**src/rhps_pkg.sv**
```systemverilog
// Package for the root hub port status low-bit logic
package rhps_pkg;

  // ----------------------------------------------------------------------
  // Register map
  // ----------------------------------------------------------------------
  localparam logic [7:0] RHPS_ADDR_PORT   = 8'h00;  // Port status/command
  localparam logic [7:0] RHPS_ADDR_CHANGE = 8'h04;  // Change flags, w1c
  localparam logic [7:0] RHPS_ADDR_CTRL   = 8'h08;  // Port control

  // ----------------------------------------------------------------------
  // Field positions
  // ----------------------------------------------------------------------
  localparam int RHPS_BIT_ATTACH  = 0;  // Read attach / write clear enable
  localparam int RHPS_BIT_ENABLE  = 1;  // Read enabled / write set enable
  localparam int RHPS_BIT_SUSPEND = 2;  // Read suspended / write suspend
  localparam int RHPS_BIT_RESET   = 4;  // Read reset active / write reset
  localparam int RHPS_CHG_ATTACH  = 0;  // Attach change flag
  localparam int RHPS_CHG_ENABLE  = 1;  // Enable change flag
  localparam int RHPS_CHG_SUSPEND = 2;  // Suspend change flag
  localparam int RHPS_CHG_RESET   = 4;  // Reset change flag
  localparam int RHPS_CTL_NONREM  = 0;  // Port holds a nonremovable device

  // ----------------------------------------------------------------------
  // Timing constants
  // ----------------------------------------------------------------------
  localparam int RHPS_CLK_MHZ       = 200;  // System clock rate
  localparam int RHPS_RESET_US      = 10;   // Port reset signalling time
  localparam int RHPS_RESUME_US     = 20;   // Resume signalling time
  localparam int RHPS_RESET_CYCLES  = RHPS_RESET_US * RHPS_CLK_MHZ;
  localparam int RHPS_RESUME_CYCLES = RHPS_RESUME_US * RHPS_CLK_MHZ;
  localparam int RHPS_CNT_W         = 16;   // Timer width

  // ----------------------------------------------------------------------
  // Reset values
  // ----------------------------------------------------------------------
  localparam logic [31:0] RHPS_RD_RESET = 32'h0000_0000;

  // ----------------------------------------------------------------------
  // Port state machine
  // ----------------------------------------------------------------------
  typedef enum logic [1:0] {
    RHPS_IDLE      = 2'b00,  // Normal, possibly enabled
    RHPS_RESETTING = 2'b01,  // Driving reset on the port
    RHPS_SUSPENDED = 2'b10,  // Port suspended
    RHPS_RESUMING  = 2'b11   // Resume signalling in progress
  } rhps_state_t;

  // Register bus request
  typedef struct packed {
    logic [7:0]  addr;   // Byte address
    logic [31:0] wdata;  // Write data
    logic        wr;     // Write strobe
    logic        rd;     // Read strobe
  } rhps_bus_t;

  // Downstream port events
  typedef struct packed {
    logic attach;        // Device present on the port
    logic overcurrent;   // Overcurrent detected
    logic power_off;     // Port power switched off
    logic bus_error;     // Operational bus error
    logic remote_resume; // Resume signalled from downstream
  } rhps_port_t;

endpackage : rhps_pkg

```
**src/rhps_port.sv**
```systemverilog
// Root hub port status low bits: suspend, enable and attach handling
// Operation
// - Suspend write sets suspend, else attach change
// - Resume end clears suspend, sets change
// - Reset end or controller resume clears suspend; here a reset write clears it when the reset starts
// - Downstream resume is forwarded to controller while suspended
// - Fault clearing enable sets enable change
// - Reset or resume completion sets enable
// - Enable write sets enable, else attach change
// - Attach bit reads live port state
// - Writing one at bit zero clears enable
// - Port register writes never change the attach value
// - Nonremovable port always reads attached
// - Suspend and enable bits read their state
// - Reset write without device sets attach change
`timescale 1ns/10ps
module rhps_port (
  input  wire logic                 sys_clk_i,
  input  wire logic                 rst_i,
  input  wire rhps_pkg::rhps_bus_t  bus_i,
  output logic [31:0]               rdata_o,
  input  wire rhps_pkg::rhps_port_t port_i,
  input  wire logic                 controller_resume_state_i,
  output logic                      port_reset_drive_o,
  output logic                      port_resume_drive_o,
  output logic                      resume_to_controller_o
);
  import rhps_pkg::*;

  // ----------------------------------------------------------------------
  // Pin synchronisation
  // ----------------------------------------------------------------------
  // All port pins are levels from the far side with no relation to our
  // clock, so every one of them passes the two-flop chain before any
  // decision reads it. The cost is two cycles of latency on every port
  // event, which is far below any timing the port protocol cares about.
  // Pins are flattened so one synchroniser instance covers the whole set.
  rhps_port_t port_s;        // Port pins after two flops
  logic [4:0] port_raw;      // Flattened pins
  logic [4:0] port_syn;      // Flattened synchronised pins

  assign port_raw = port_i;
  assign port_s   = port_syn;

  rhps_sync #(.W(5)) u_sync (
    .sys_clk_i (sys_clk_i),
    .rst_i     (rst_i),
    .d_i       (port_raw),
    .q_o       (port_syn)
  );

  // ----------------------------------------------------------------------
  // State
  // ----------------------------------------------------------------------
  rhps_state_t           state;                  // Port sequence state
  rhps_state_t           next_state;
  logic [RHPS_CNT_W-1:0] timer;                  // Reset/resume timer
  logic [RHPS_CNT_W-1:0] next_timer;
  logic                  port_enabled_flag;      // Port enabled
  logic                  next_port_enabled_flag;
  logic                  attach_change_flag;     // Attach changed
  logic                  next_attach_change_flag;
  logic                  enable_change_flag;     // Enable cleared by fault
  logic                  next_enable_change_flag;
  logic                  suspend_change_flag;    // Resume completed
  logic                  next_suspend_change_flag;
  logic                  reset_change_flag;      // Reset completed
  logic                  next_reset_change_flag;
  logic                  nonremovable_port_mask; // Port is fixed device
  logic                  next_nonremovable_port_mask;
  logic                  attach_prev;            // Attach one cycle ago
  logic                  next_attach_prev;
  logic [31:0]           next_rdata;

  // ----------------------------------------------------------------------
  // Decoded strobes
  // ----------------------------------------------------------------------
  logic wr_port;                                 // Write to port register
  logic wr_chg;                                  // Write to change flags
  logic wr_ctl;                                  // Write to control
  logic device_attached_flag;                    // Reported attach state
  logic port_suspended_flag;                     // Suspended or resuming
  logic port_reset_active_flag;                  // Reset signalling
  logic fault;                                   // Any enable-killing event
  logic disconnect;                              // Falling attach edge

  assign wr_port = bus_i.wr && (bus_i.addr == RHPS_ADDR_PORT);
  assign wr_chg  = bus_i.wr && (bus_i.addr == RHPS_ADDR_CHANGE);
  assign wr_ctl  = bus_i.wr && (bus_i.addr == RHPS_ADDR_CTRL);

  assign device_attached_flag = port_s.attach || nonremovable_port_mask;
  assign port_suspended_flag  = (state == RHPS_SUSPENDED) ||
                                (state == RHPS_RESUMING);
  assign port_reset_active_flag = (state == RHPS_RESETTING);
  assign disconnect = attach_prev && !device_attached_flag;
  assign fault = disconnect || port_s.overcurrent || port_s.power_off ||
                 port_s.bus_error;

  // Drives toward the port and the controller
  assign port_reset_drive_o  = port_reset_active_flag;
  assign port_resume_drive_o = (state == RHPS_RESUMING);
  assign resume_to_controller_o = (state == RHPS_SUSPENDED) &&
                                  port_s.remote_resume;

  // ----------------------------------------------------------------------
  // Next-state logic
  // ----------------------------------------------------------------------
  // Priority inside this process, lowest first:
  //   1. the reset and resume timers of the sequence state machine
  //   2. software commands written to the port register
  //   3. the controller entering its resume state
  //   4. faults, which always win over a software enable
  //   5. an absent device, which drops suspend and enable together
  // Later assignments override earlier ones, so a fault in the same cycle
  // as a set-enable write leaves the port disabled. That is the safe
  // outcome: software reads the enable bit clear and can retry.
  // Change flags are collected as set requests and merged at the end so
  // that a write-one-clear in the same cycle as a new event keeps the set.
  always_comb begin
    logic set_chg_attach;
    logic set_chg_suspend;
    logic set_chg_reset;
    logic set_chg_enable;
    set_chg_attach  = 1'b0;
    set_chg_suspend = 1'b0;
    set_chg_reset   = 1'b0;
    set_chg_enable  = 1'b0;
    next_state  = state;
    next_timer  = timer;
    next_port_enabled_flag = port_enabled_flag;
    next_attach_prev = device_attached_flag;
    next_nonremovable_port_mask = nonremovable_port_mask;
    if (wr_ctl) begin
      next_nonremovable_port_mask = bus_i.wdata[RHPS_CTL_NONREM];
    end

    // Sequence handling
    unique case (state)
      RHPS_IDLE: begin
        // Ignored as not running
      end
      RHPS_RESETTING: begin
        if (timer == '0) begin
          next_state    = RHPS_IDLE;
          set_chg_reset = 1'b1;
          next_port_enabled_flag = 1'b1;
        end else begin
          next_timer = timer - 1'b1;
        end
      end
      RHPS_SUSPENDED: begin
        if (port_s.remote_resume) begin
          next_state = RHPS_RESUMING;
          next_timer = RHPS_CNT_W'(RHPS_RESUME_CYCLES - 1);
        end
      end
      RHPS_RESUMING: begin
        if (timer == '0) begin
          next_state      = RHPS_IDLE;
          set_chg_suspend = 1'b1;
          next_port_enabled_flag = 1'b1;
        end else begin
          next_timer = timer - 1'b1;
        end
      end
    endcase

    // Software commands; changes on an absent device are refused
    if (wr_port) begin
      if (bus_i.wdata[RHPS_BIT_ATTACH]) begin
        next_port_enabled_flag = 1'b0;
      end
      if (bus_i.wdata[RHPS_BIT_ENABLE]) begin
        // set enable or flag attach change
        if (device_attached_flag) next_port_enabled_flag = 1'b1;
        else set_chg_attach = 1'b1;
      end
      if (bus_i.wdata[RHPS_BIT_SUSPEND]) begin
        // set suspend or flag attach change
        if (!device_attached_flag) begin
          set_chg_attach = 1'b1;
        end else if (state == RHPS_IDLE) begin
          next_state = RHPS_SUSPENDED;
        end
      end
      if (bus_i.wdata[RHPS_BIT_RESET]) begin
        if (!device_attached_flag) begin
          set_chg_attach = 1'b1;
        end else begin
          next_state = RHPS_RESETTING;
          next_timer = RHPS_CNT_W'(RHPS_RESET_CYCLES - 1);
        end
      end
    end

    if (controller_resume_state_i && port_suspended_flag) begin
      next_state = RHPS_IDLE;
    end

    // faults clear enable and flag it
    if (fault) begin
      if (port_enabled_flag) set_chg_enable = 1'b1;
      next_port_enabled_flag = 1'b0;
    end

    // disconnect drops suspend and enable together
    if (!device_attached_flag) begin
      next_port_enabled_flag = 1'b0;
      if (state != RHPS_IDLE) next_state = RHPS_IDLE;
    end
    if (disconnect || (device_attached_flag && !attach_prev)) begin
      set_chg_attach = 1'b1;
    end

    // Change flags: write one clears, a new event wins over the clear
    next_attach_change_flag  = set_chg_attach ||
      (attach_change_flag && !(wr_chg && bus_i.wdata[RHPS_CHG_ATTACH]));
    next_enable_change_flag  = set_chg_enable ||
      (enable_change_flag && !(wr_chg && bus_i.wdata[RHPS_CHG_ENABLE]));
    next_suspend_change_flag = set_chg_suspend ||
      (suspend_change_flag && !(wr_chg && bus_i.wdata[RHPS_CHG_SUSPEND]));
    next_reset_change_flag   = set_chg_reset ||
      (reset_change_flag && !(wr_chg && bus_i.wdata[RHPS_CHG_RESET]));

    // Read data, valid the cycle after the strobe
    next_rdata = 32'h0000_0000;
    if (bus_i.rd) begin
      unique case (bus_i.addr)
        RHPS_ADDR_PORT: begin
          next_rdata[RHPS_BIT_ATTACH]  = device_attached_flag;
          next_rdata[RHPS_BIT_ENABLE]  = port_enabled_flag;
          next_rdata[RHPS_BIT_SUSPEND] = port_suspended_flag;
          next_rdata[RHPS_BIT_RESET]   = port_reset_active_flag;
        end
        RHPS_ADDR_CHANGE: begin
          next_rdata[RHPS_CHG_ATTACH]  = attach_change_flag;
          next_rdata[RHPS_CHG_ENABLE]  = enable_change_flag;
          next_rdata[RHPS_CHG_SUSPEND] = suspend_change_flag;
          next_rdata[RHPS_CHG_RESET]   = reset_change_flag;
        end
        RHPS_ADDR_CTRL: begin
          next_rdata[RHPS_CTL_NONREM] = nonremovable_port_mask;
        end
        default: begin
          // Unmapped reads return zero
          next_rdata = 32'h0000_0000;
        end
      endcase
    end
  end

  // ----------------------------------------------------------------------
  // Registers
  // ----------------------------------------------------------------------
  // Plain register stage for every piece of state computed above.
  // Reset is synchronous; the attach history starts at zero, so a device
  // already present when reset ends is reported once as an attach change.
  // Read data also resets to zero, matching the idle value of the bus.
  // The timer needs no particular reset value, but clearing it keeps the
  // first reset or resume sequence free of unknowns in simulation.
  always_ff @(posedge sys_clk_i) begin
    if (rst_i) begin
      state                  <= RHPS_IDLE;
      timer                  <= '0;
      port_enabled_flag      <= 1'b0;
      attach_change_flag     <= 1'b0;
      enable_change_flag     <= 1'b0;
      suspend_change_flag    <= 1'b0;
      reset_change_flag      <= 1'b0;
      nonremovable_port_mask <= 1'b0;
      attach_prev            <= 1'b0;
      rdata_o                <= RHPS_RD_RESET;
    end else begin
      state                  <= next_state;
      timer                  <= next_timer;
      port_enabled_flag      <= next_port_enabled_flag;
      attach_change_flag     <= next_attach_change_flag;
      enable_change_flag     <= next_enable_change_flag;
      suspend_change_flag    <= next_suspend_change_flag;
      reset_change_flag      <= next_reset_change_flag;
      nonremovable_port_mask <= next_nonremovable_port_mask;
      attach_prev            <= next_attach_prev;
      rdata_o                <= next_rdata;
    end
  end
endmodule : rhps_port

```
**src/rhps_sync.sv**
```systemverilog
// Two-flop synchroniser for the port pin inputs
`timescale 1ns/10ps
module rhps_sync #(
  parameter int W = 5
) (
  input  wire logic         sys_clk_i,
  input  wire logic         rst_i,
  input  wire logic [W-1:0] d_i,
  output logic      [W-1:0] q_o
);
  // ----------------------------------------------------------------------
  // Registers
  // ----------------------------------------------------------------------
  logic [W-1:0] meta;       // First stage, read only by the second
  logic [W-1:0] next_meta;  // Next first stage
  logic [W-1:0] next_q;     // Next second stage

  // Next values simply shift the chain
  always_comb begin
    next_meta = d_i;
    next_q    = meta;
  end

  // Reset to zero so no stale attach is seen
  always_ff @(posedge sys_clk_i) begin
    if (rst_i) begin
      meta <= '0;
      q_o  <= '0;
    end else begin
      meta <= next_meta;
      q_o  <= next_q;
    end
  end
endmodule : rhps_sync

```
**config.mk**
```make
export PLATFORM = sky130hd
export DESIGN_NAME = rhps_port
export DESIGN_NICKNAME = d
export VERILOG_FILES = /design/src/rhps_pkg.sv /design/src/rhps_port.sv /design/src/rhps_sync.sv
export SDC_FILE = /design/constraint.sdc
export NUM_CORES = 1
export LEC_CHECK = 0
export BUFFER_PORTS_ARGS = -buffer_cell sky130_fd_sc_hd__buf_2
export CAP_MARGIN = 20
export CORE_ASPECT_RATIO = 0.5
export CORE_MARGIN = 2
export CORE_UTILIZATION = 50
export CTS_BUF_LIST = sky130_fd_sc_hd__clkbuf_8
export DETAILED_ROUTE_END_ITERATION = 16
export PLACE_DENSITY = 0.92
export SLEW_MARGIN = 20
export SYNTH_ARGS = -nofsm -noshare
export SYNTH_HDL_FRONTEND = slang
export SYNTH_HIERARCHICAL = 1
export SYNTH_SLANG_ARGS = --single-unit
```
**constraint.sdc**
```tcl
create_clock -name sys_clk_i -period 4.25 [get_ports sys_clk_i]
set_input_delay 1.275 -clock sys_clk_i [delete_from_list [all_inputs] [get_ports sys_clk_i]]
set_output_delay 1.275 -clock sys_clk_i [all_outputs]
set_load 0.02 [all_outputs]
```
**Word-level counts from Yosys, hierarchy flattened**

Index checks and enable logic that the tools add are counted.

- Flip-flop bits (word level): 67
- Input bits: 50
- Output and inout port bits: 35
- Logic and storage cells: 98

- Add/sub/neg operators: 1
- Eq/ne operators: 5
- Muxes and demuxes: 39
- Bitwise gates (word level): 2
- Reduce and logical (&&, ||, !) cells: 38

Operator list:

| cell | number |
|---|---|
| $mux W16 | 5 |
| $pmux W16 S2 | 1 |
| $mux W2 | 11 |
| $mux W1 | 18 |
| $logic_not A16 Y1 | 1 |
| $sub A16 B1 Y16 const B | 1 |
| $logic_and A1 B1 Y1 | 15 |
| $logic_or A1 B1 Y1 | 10 |
| $eq A8 B3 Y1 const B | 1 |
| $eq A8 B4 Y1 const B | 1 |
| $logic_not A8 Y1 | 1 |
| $pmux W2 S2 | 2 |
| $logic_not A1 Y1 | 6 |
| $eq A2 B2 Y1 const B | 2 |
| $reduce_or A2 Y1 | 2 |
| $pmux W1 S3 | 1 |
| $reduce_or A3 Y1 | 1 |
| $eq A2 B1 Y1 const B | 1 |
| $logic_not A2 Y1 | 1 |
| $not A1 Y1 | 2 |
| $pmux W1 S2 | 1 |
| $reduce_bool A2 Y1 | 1 |

**Longest topological paths before layout**

Gate-level depths: netlist (run 1).

- Word-level depth: 12
- Mapped depth: 7
- Depth with buffers taken out: 7

**By module**

Netlist (run 1), hierarchy kept.

By module, submodules not included:

| module | times used | cells an instance | area an instance (sq um) | sequential area each (sq um) |
|---|---|---|---|---|
| rhps_port | 1 | 208 | 1727.9 | 580.6 |
| rhps_sync | 1 | 20 | 262.8 | 200.2 |

**Worst setup path before layout (run 1)**

OpenSTA, ideal clock, no wires.

- Kind: input -> register
- From: input port bus_i[35] (netlist bit)
- To: register timer[0]
- Setup time: 0.100 ns
- Arrival time: 2.834 ns
- Data required time: 4.150 ns
- Slack: 1.316 ns
- Cell stages on the path: 5
- Path buffers: 0
- Cell sequence: or4_4 > or4_4 > nor2_2 > nor2_1 > a2111oi_4

- Cells in the longest elaborated chain, start to end: 3

RTL lines:

| what | RTL line | text |
|---|---|---|
| start, declared | rhps_port.sv:20 | `input wire rhps_pkg::rhps_bus_t bus_i,` |
| $logic_not A8 Y1 | rhps_port.sv:87 | `assign wr_port = bus_i.wr && (bus_i.addr == RHPS_ADDR_PORT);` |
| $logic_and A1 B1 Y1 | rhps_port.sv:87 |  |
| $mux W16 | rhps_port.sv:169 | `if (wr_port) begin` |
| end signal, assigned | rhps_port.sv:275 | `timer <= next_timer;` |
| end, declared | rhps_port.sv:57 | `logic [RHPS_CNT_W-1:0] timer;` |

Every way passes these cells.
A chain may end at the register's enable or synchronous reset.

**Worst setup path after layout (run 1)**

- From: register state[0]
- To: output port resume_to_controller_o

- Cells in the longest elaborated chain, start to end: 2

RTL lines:

| what | RTL line | text |
|---|---|---|
| start, declared | rhps_port.sv:55 | `rhps_state_t state;` |
| start signal, assigned | rhps_port.sv:274 | `state <= next_state;` |
| $eq A2 B2 Y1 | rhps_port.sv:102 | `assign resume_to_controller_o = (state == RHPS_SUSPENDED) &&` |
| $logic_and A1 B1 Y1 | rhps_port.sv:102 |  |
| end, declared | rhps_port.sv:26 | `output logic resume_to_controller_o` |

Every way passes these cells.

==> results of run 1 <==
worst reg2reg max path, stage by stage (launching register included):
cell      delay (ns)
dfxtp_1         0.35
nor4_1          0.51
nand4b_1        0.47
o21ai_0         0.45
mux2_2          0.37
a21oi_1         0.13
flip-flops by register name, summed over array words and instances, names as in the netlist:
register                cells
suspend_change_flag         1
port_enabled_flag           1
rdata_o                     4
u_sync/q_o                  5
enable_change_flag          1
attach_prev                 1
u_sync/meta                 5
reset_change_flag           1
nonremovable_port_mask      1
attach_change_flag          1
state                       2
timer                      16
kinds of logic (layout without fill, tap and decap cells):
family                     Yosys count  in the layout  share of synthesized area, %
and+or+nand+nor                     87             87                          25.8
AOI/OAI and AO/OA                   45             45                          14.5
buffers and inverters               42             46                          13.2
DFF                                 39             39                          39.2
muxes                                6              6                          3.08
xor gates and xnor gates             5              5                          2.20
adders and majority gates            3              3                          1.89
other                                1             28                         0.188
per-layer routing:
metal / vias to the layer above / track usage (%) / share of wire [%]
li1: 825 / - / -
met1: 775 / 20.9 / 41
met2: 96 / 30.7 / 48
met3: 11 / 6.85 / 9.4
met4: 0 / 9.31 / 2.0
met5: - / 0 / 0
power by group through the flow:
| stage | Clock, µW | Sequential [µW] | Combinational (µW) |
|---|---|---|---|
| 2_1_floorplan | 0 | 380 | 56.2 |
| 3_3_place_gp | 0 | 380 | 50.2 |
| 3_5_place_dp | 0 | 381 | 51.7 |
| 4_1_cts | 333 | 372 | 51.8 |
| 5_1_grt | 346 | 373 | 56.8 |
| 6_report | 329 | 372 | 52.4 |
layout make-up:
type,instances,share of cell area [%]
clock inverter,2,1.77
multi-input combinational,174,47.7
tap,54,3.08
timing repair buffer,28,6.38
inverter,10,1.71
clock buffer,6,3.76
sequential,39,35.6
final timing paths:
| check | from | endpoint | slack (ns) | depth (start not counted) |
|---|---|---|---|---|
| setup / recovery | state[0] | resume_to_controller_o | 1.09 | 4 |
| hold / removal | u_sync/meta[3] | u_sync/q_o[3] | 0.45 | 1 |
| setup reg to reg | timer[8] | timer[1] | 1.89 | 5 |
| hold reg to reg | u_sync/meta[3] | u_sync/q_o[3] | 0.45 | 1 |
synth_stat cells (6+ instances only):
cell type and count:
dfxtp_1 39, a31oi_1 6, o21ai_0 9, nand2_1 9, nor4_1 6, inv_1 9, nor2_1 16, nor2b_1 12
buf_4 28, nand3_1 12, a21oi_1 18
metrics by stage:
stage	total power (µW)	utilization (%)	worst slack [ns]	area, µm²
floorplan	436	-	1.32	2090
global placement	431	53.7	1.09	2070
detailed placement	432	53.7	1.03	2070
CTS	757	56.8	1.14	2200
global route	776	56.8	1.00	2200
finish	754	56.8	1.09	2200
==> run summary, run 1 <==
First-pass GRT wire length: 6590 µm
Fmax: 316 MHz
Crit path buffers/inverters: 3
Status: finished, final reports clean
Int Power: 577 µW
Initial DRC count: 123
Leakage: 0.000911 µW
CP max stage delay: 0.60 ns
CP top delay family: buffers and inverters
Yosys top cell by area: dfxtp_1
Gate Count Post-Synth: 228
DPL Wire Length: 3050 µm
Slew Limit Headroom: 58.7%
Flop pwr share: 49.4%
Fin cells: 313
Yosys top cell area share: 39.2%
Setup crit end kind: output port
WL final: 4060 µm
Final antenna diode count: 0
Gr ovfl total: 0
Final net count: 311
Leading cell type in the layout, fill and taps excluded: dfxtp_1
Max Cap Viol: 0
Number of setup buffers added after CTS: 0
Clock group share of total power: 43.7%
Final Max Tran Viols: 0
CTS Buf Count: 5
Die area: 4530 µm²
RSZ-0062 raised after global routing: no
Worst Path Max Fanout: 12
Clock tree sinks: 39
FF+latch count, synth: 39
FF/Latch Area: 781 µm²
TritonRoute pass-1 iters: 4
Wire per inst: 13.0 µm
CTS Root Cell: clkbuf_8
Layout fillers: 332
Bufs on Longest Clock Path: 2
Critical-path cell list: clkinv_1 > nand3_1 > inv_1 > buf_2
H-tree Lvls: 2
CTS Hold Bufs: 0
Post-cts resize count: 0
Synth async-reset ratio: 0%
Comb power frac: 7.0%
Last weighted congestion value of the routability-driven placer: 0.841
Rows: 16
PortBufs: 28
Critical path type: flip-flop to output port
Multi-input gate area: 1050 µm²
Synthesis-to-finish area growth: 10.3%
Most used DFF post-synth: dfxtp_1
Unique cell type count in the Yosys netlist: 45
Clock-pin slew on the worst setup and hold paths: 0.08 ns
TNS Setup: 0 ns
Tcrit/Tclk final: 74.4%
Hold Crit Class: flip-flop to flip-flop
Placed instance count: 305
Tightest Pin Transition: 0.615 ns
Vias in the first global route: 1,559
IO Count: 85
ANT nets after route: 0
Chip height: 48.6 µm
WP data arrival: 1.89 ns
Post-synthesis sequential area ratio: 39.2%
Critical path launch point type: flip-flop
Ys Warns: 6
Most frequent cells in the layout: dfxtp_1, conb_1, buf_2
WHS: 0.446 ns
Final hold viol count: 0
Vias: 1,707
Final setup vio count: 0
Mapped Area: 1990 µm²
Worst EP required: 2.97 ns
Vias per cell: 5.45
Sw Share: 23.4%
Share of layout cells above drive strength 1: 18.5%
Pwr dens: 343 nW/µm²
EDFF count, synth: 0
Pin count of the biggest net entering global routing: 29
CORE AREA: 3860 µm²
GRT Overall Usage: 18.5%
Die Wd: 93.2 µm
Initial antenna violation count: 0
Switch Pwr: 176 µW
CP max-delay cell: dfxtp_1
Synth area leaders: dfxtp_1, buf_4, a21oi_1
Post-route DRC: 0
Clk_lat worst skew: 0.29 ns
Avg Inst Size Synth: 8.73 µm²
Worst Skew: 0.00402 ns
CTS tree: done
Peak supply drop: 0.299 mV
Starting Density: 51.5%
Fin crit period: 3.16 ns
No activity file was read; power rests on OpenSTA's default activity.
==> inputs of run 2 (changes only) <==
--- a/config.mk
+++ b/config.mk
@@ -5,14 +5,15 @@
 export SDC_FILE = /design/constraint.sdc
 export NUM_CORES = 1
 export LEC_CHECK = 0
+export ABC_AREA = 1
 export BUFFER_PORTS_ARGS = -buffer_cell sky130_fd_sc_hd__buf_2
 export CAP_MARGIN = 20
 export CORE_ASPECT_RATIO = 0.5
 export CORE_MARGIN = 2
-export CORE_UTILIZATION = 50
+export CORE_UTILIZATION = 46
 export CTS_BUF_LIST = sky130_fd_sc_hd__clkbuf_8
 export DETAILED_ROUTE_END_ITERATION = 16
-export PLACE_DENSITY = 0.92
+export PLACE_DENSITY = 0.87
 export SLEW_MARGIN = 20
 export SYNTH_ARGS = -nofsm -noshare
 export SYNTH_HDL_FRONTEND = slang
==> constraint.sdc (replaced) <==
create_clock -name sys_clk_i -period 2.85 [get_ports sys_clk_i]
set_input_delay 0.855 -clock sys_clk_i [delete_from_list [all_inputs] [get_ports sys_clk_i]]
set_output_delay 0.855 -clock sys_clk_i [all_outputs]
set_load 0.02 [all_outputs]
==> run 2 against run 1 <==
- synthesized cell count rose by 55%
- combinational power rose by 51%
- via count rose by 22%
- power rose by 44%
- clock skew rose by 0.0086 ns
- clock-buffer cell count fell by 1
- die area rose by 24%
- cell count rose by 44%
- critical path type unchanged
- highest routed layer unchanged
==> run summary, run 2 <==
Status: finished, final reports clean
Critical Path End: resume_to_controller_o
Yosys top cell by area: dfxtp_1
RSZ-0062 raised after global routing: no
WP data arrival: 1.20 ns
Critical path type: flip-flop to output port
Leading cell type in the layout, fill and taps excluded: nand2_1
Peak supply drop: 0.308 mV
Clk_lat worst skew: 0.30 ns
Final Max Tran Viols: 0
Post-cts resize count: 0
Worst Path Max Fanout: 7
Fin cells: 451
Die Wd: 104 µm
H-tree Lvls: 2
DPL Wire Length: 3370 µm
GRT Overall Usage: 16.3%
Chip height: 54.0 µm
Final net count: 434
Final antenna diode count: 0
Max Cap Viol: 0
Last weighted congestion value of the routability-driven placer: 0.904
Synthesis-to-finish area growth: 8.15%
Most frequent cells after synthesis: nand2_1, inv_1, nor2_1
PortBufs: 28
FF+latch count, synth: 39
Setup slack, reg-to-reg: 1.35 ns
Clock tree sinks: 39
CORE AREA: 4860 µm²
Layout fillers: 482
First-pass GRT wire length: 7130 µm
Bufs on Longest Clock Path: 2
Worst Skew: 0.0127 ns
Avg Inst Size Synth: 6.52 µm²
Critical path launch point type: flip-flop
Tcrit/Tclk final: 72.0%
Most frequent cells in the layout: nand2_1, nor2_1, inv_1
Most used DFF post-synth: dfxtp_1
Placed instance count: 444
Fin crit period: 2.05 ns
Synth async-reset ratio: 0%
Vias in the first global route: 1,664
Biggest regs: timer: 16 flops, u_sync/meta: 5 flops, u_sync/q_o: 5 flops
EDFF count, synth: 0
ANT nets after route: 0
CTS Root Cell: clkbuf_8
RR Endpoint: timer[1]
Post-route DRC: 0
Wire per inst: 9.93 µm
Mapped Area: 2300 µm²
Clock-pin slew on the worst setup and hold paths: 0.08 ns
CTS Buf Count: 5
Pwr dens: 436 nW/µm²
Vias: 2,079
Vias per cell: 4.61
Rows: 18
Dominant cell by count in the synthesized netlist: nand2_1
Gr ovfl total: 0
WL final: 4480 µm
Initial antenna violation count: 0
TNS Setup: 0 ns
Synth area leaders: dfxtp_1, nand2_1, buf_4
Crit path launch: state[1]
Die area: 5620 µm²
Final hold viol count: 0
Ys Warns: 6
Hold Crit Class: flip-flop to flip-flop
Unique cell type count in the Yosys netlist: 27
IO Count: 85
TritonRoute pass-1 iters: 4
Post-synthesis sequential area ratio: 33.9%
WHS: 0.409 ns
Biggest register: timer
Setup crit end kind: output port
Gate Count Post-Synth: 353
Leakage: 0.00127 µW
Share of layout cells above drive strength 1: 14.2%
Reg-to-reg startpoint: timer[0]
Worst R2R Path Depth: 10
Max reg flops: 16
CTS Hold Bufs: 0
Pin count of the biggest net entering global routing: 27
Final total power: 1080 µW
Initial DRC count: 121
Final setup vio count: 0
Yosys top cell area share: 33.9%
Fmax: 487 MHz
CTS tree: done
Worst EP required: 2.00 ns
Starting Density: 47.3%
Number of setup buffers added after CTS: 0
==> run 2: changes by cell type in the layout (fill, tap and decap cells not counted), moves of 4 or more <==
cell | previous run | this run
mux2i_1 | 5 | 0
inv_1 | 9 | 50
nor3_1 | 5 | 1
nand2_1 | 9 | 81
nor2_1 | 16 | 50
nand4_1 | 5 | 10
nor2b_1 | 12 | 0
a31oi_1 | 6 | 1
nor4_1 | 6 | 0
nand3_1 | 12 | 31
xor2_1 | 5 | 0
or3_1 | 4 | 0
nor2_2 | 1 | 6
==> run 2: final cells by class <==
class	count	area, µm²	share of cell area [%]
inverter	52	195	7.84
timing repair buffer	29	148	5.93
clock buffer	5	68.8	2.76
sequential	39	781	31.4
clock inverter	2	37.5	1.51
multi-input combinational	254	1170	47.1
tap	70	87.6	3.52
==> run 2: metrics by stage <==
step	util [%]	setup WS, ns	area [µm²]
6_report	51.2	0.798	2490
5_1_grt	51.2	0.695	2490
4_1_cts	51.2	0.776	2490
3_5_place_dp	49.0	0.756	2380
3_3_place_gp	49.0	0.774	2380
2_1_floorplan	-	1.07	2400
==> run 2: routing by layer <==
metal  vias up  track usage [%]  part of all wire (%)
met5         -                0                     0
li1       1099                -                     -
met2        70             28.3                    46
met4         0             6.76                   2.0
met3         8             5.08                   6.5
met1       902             19.5                    46
==> run 2: how the worst min path moves through the flow <==
stage                     slack [ns]           start       endpoint  depth (start not counted)
after global routing            0.42  u_sync/meta[4]  u_sync/q_o[4]                          2
after global placement          0.39  u_sync/meta[3]  u_sync/q_o[3]                          2
after CTS                       0.41  u_sync/meta[2]  u_sync/q_o[2]                          2
after floorplan                 0.39  u_sync/meta[0]  u_sync/q_o[0]                          2
after detailed placement        0.40  u_sync/meta[2]  u_sync/q_o[2]                          2
final                           0.41  u_sync/meta[1]  u_sync/q_o[1]                          2
==> run 2: critical path, cell delays in order, from the launching register on <==
cell and delay [ns]:
dfxtp_1 0.43, nand2_1 0.10, nor2_1 0.17, buf_2 0.20
==> run 2: report_power, final <==
group / leakage [µW] / switching, µW / total [µW] / internal (µW)
logic: 0.000899 / 60.7 / 79.1 / 18.3
clock network: 0.0000502 / 194 / 450 / 256
registers: 0.000316 / 2.82 / 556 / 553
total: 0.00127 / 258 / 1080 / 827
==> run 2: logic make-up after synthesis <==
family	synth area share [%]
simple gates	37.0
buf+inv	19.6
flops	33.9
compound gates	7.77
fa+ha+maj	1.63
other cells	0.163
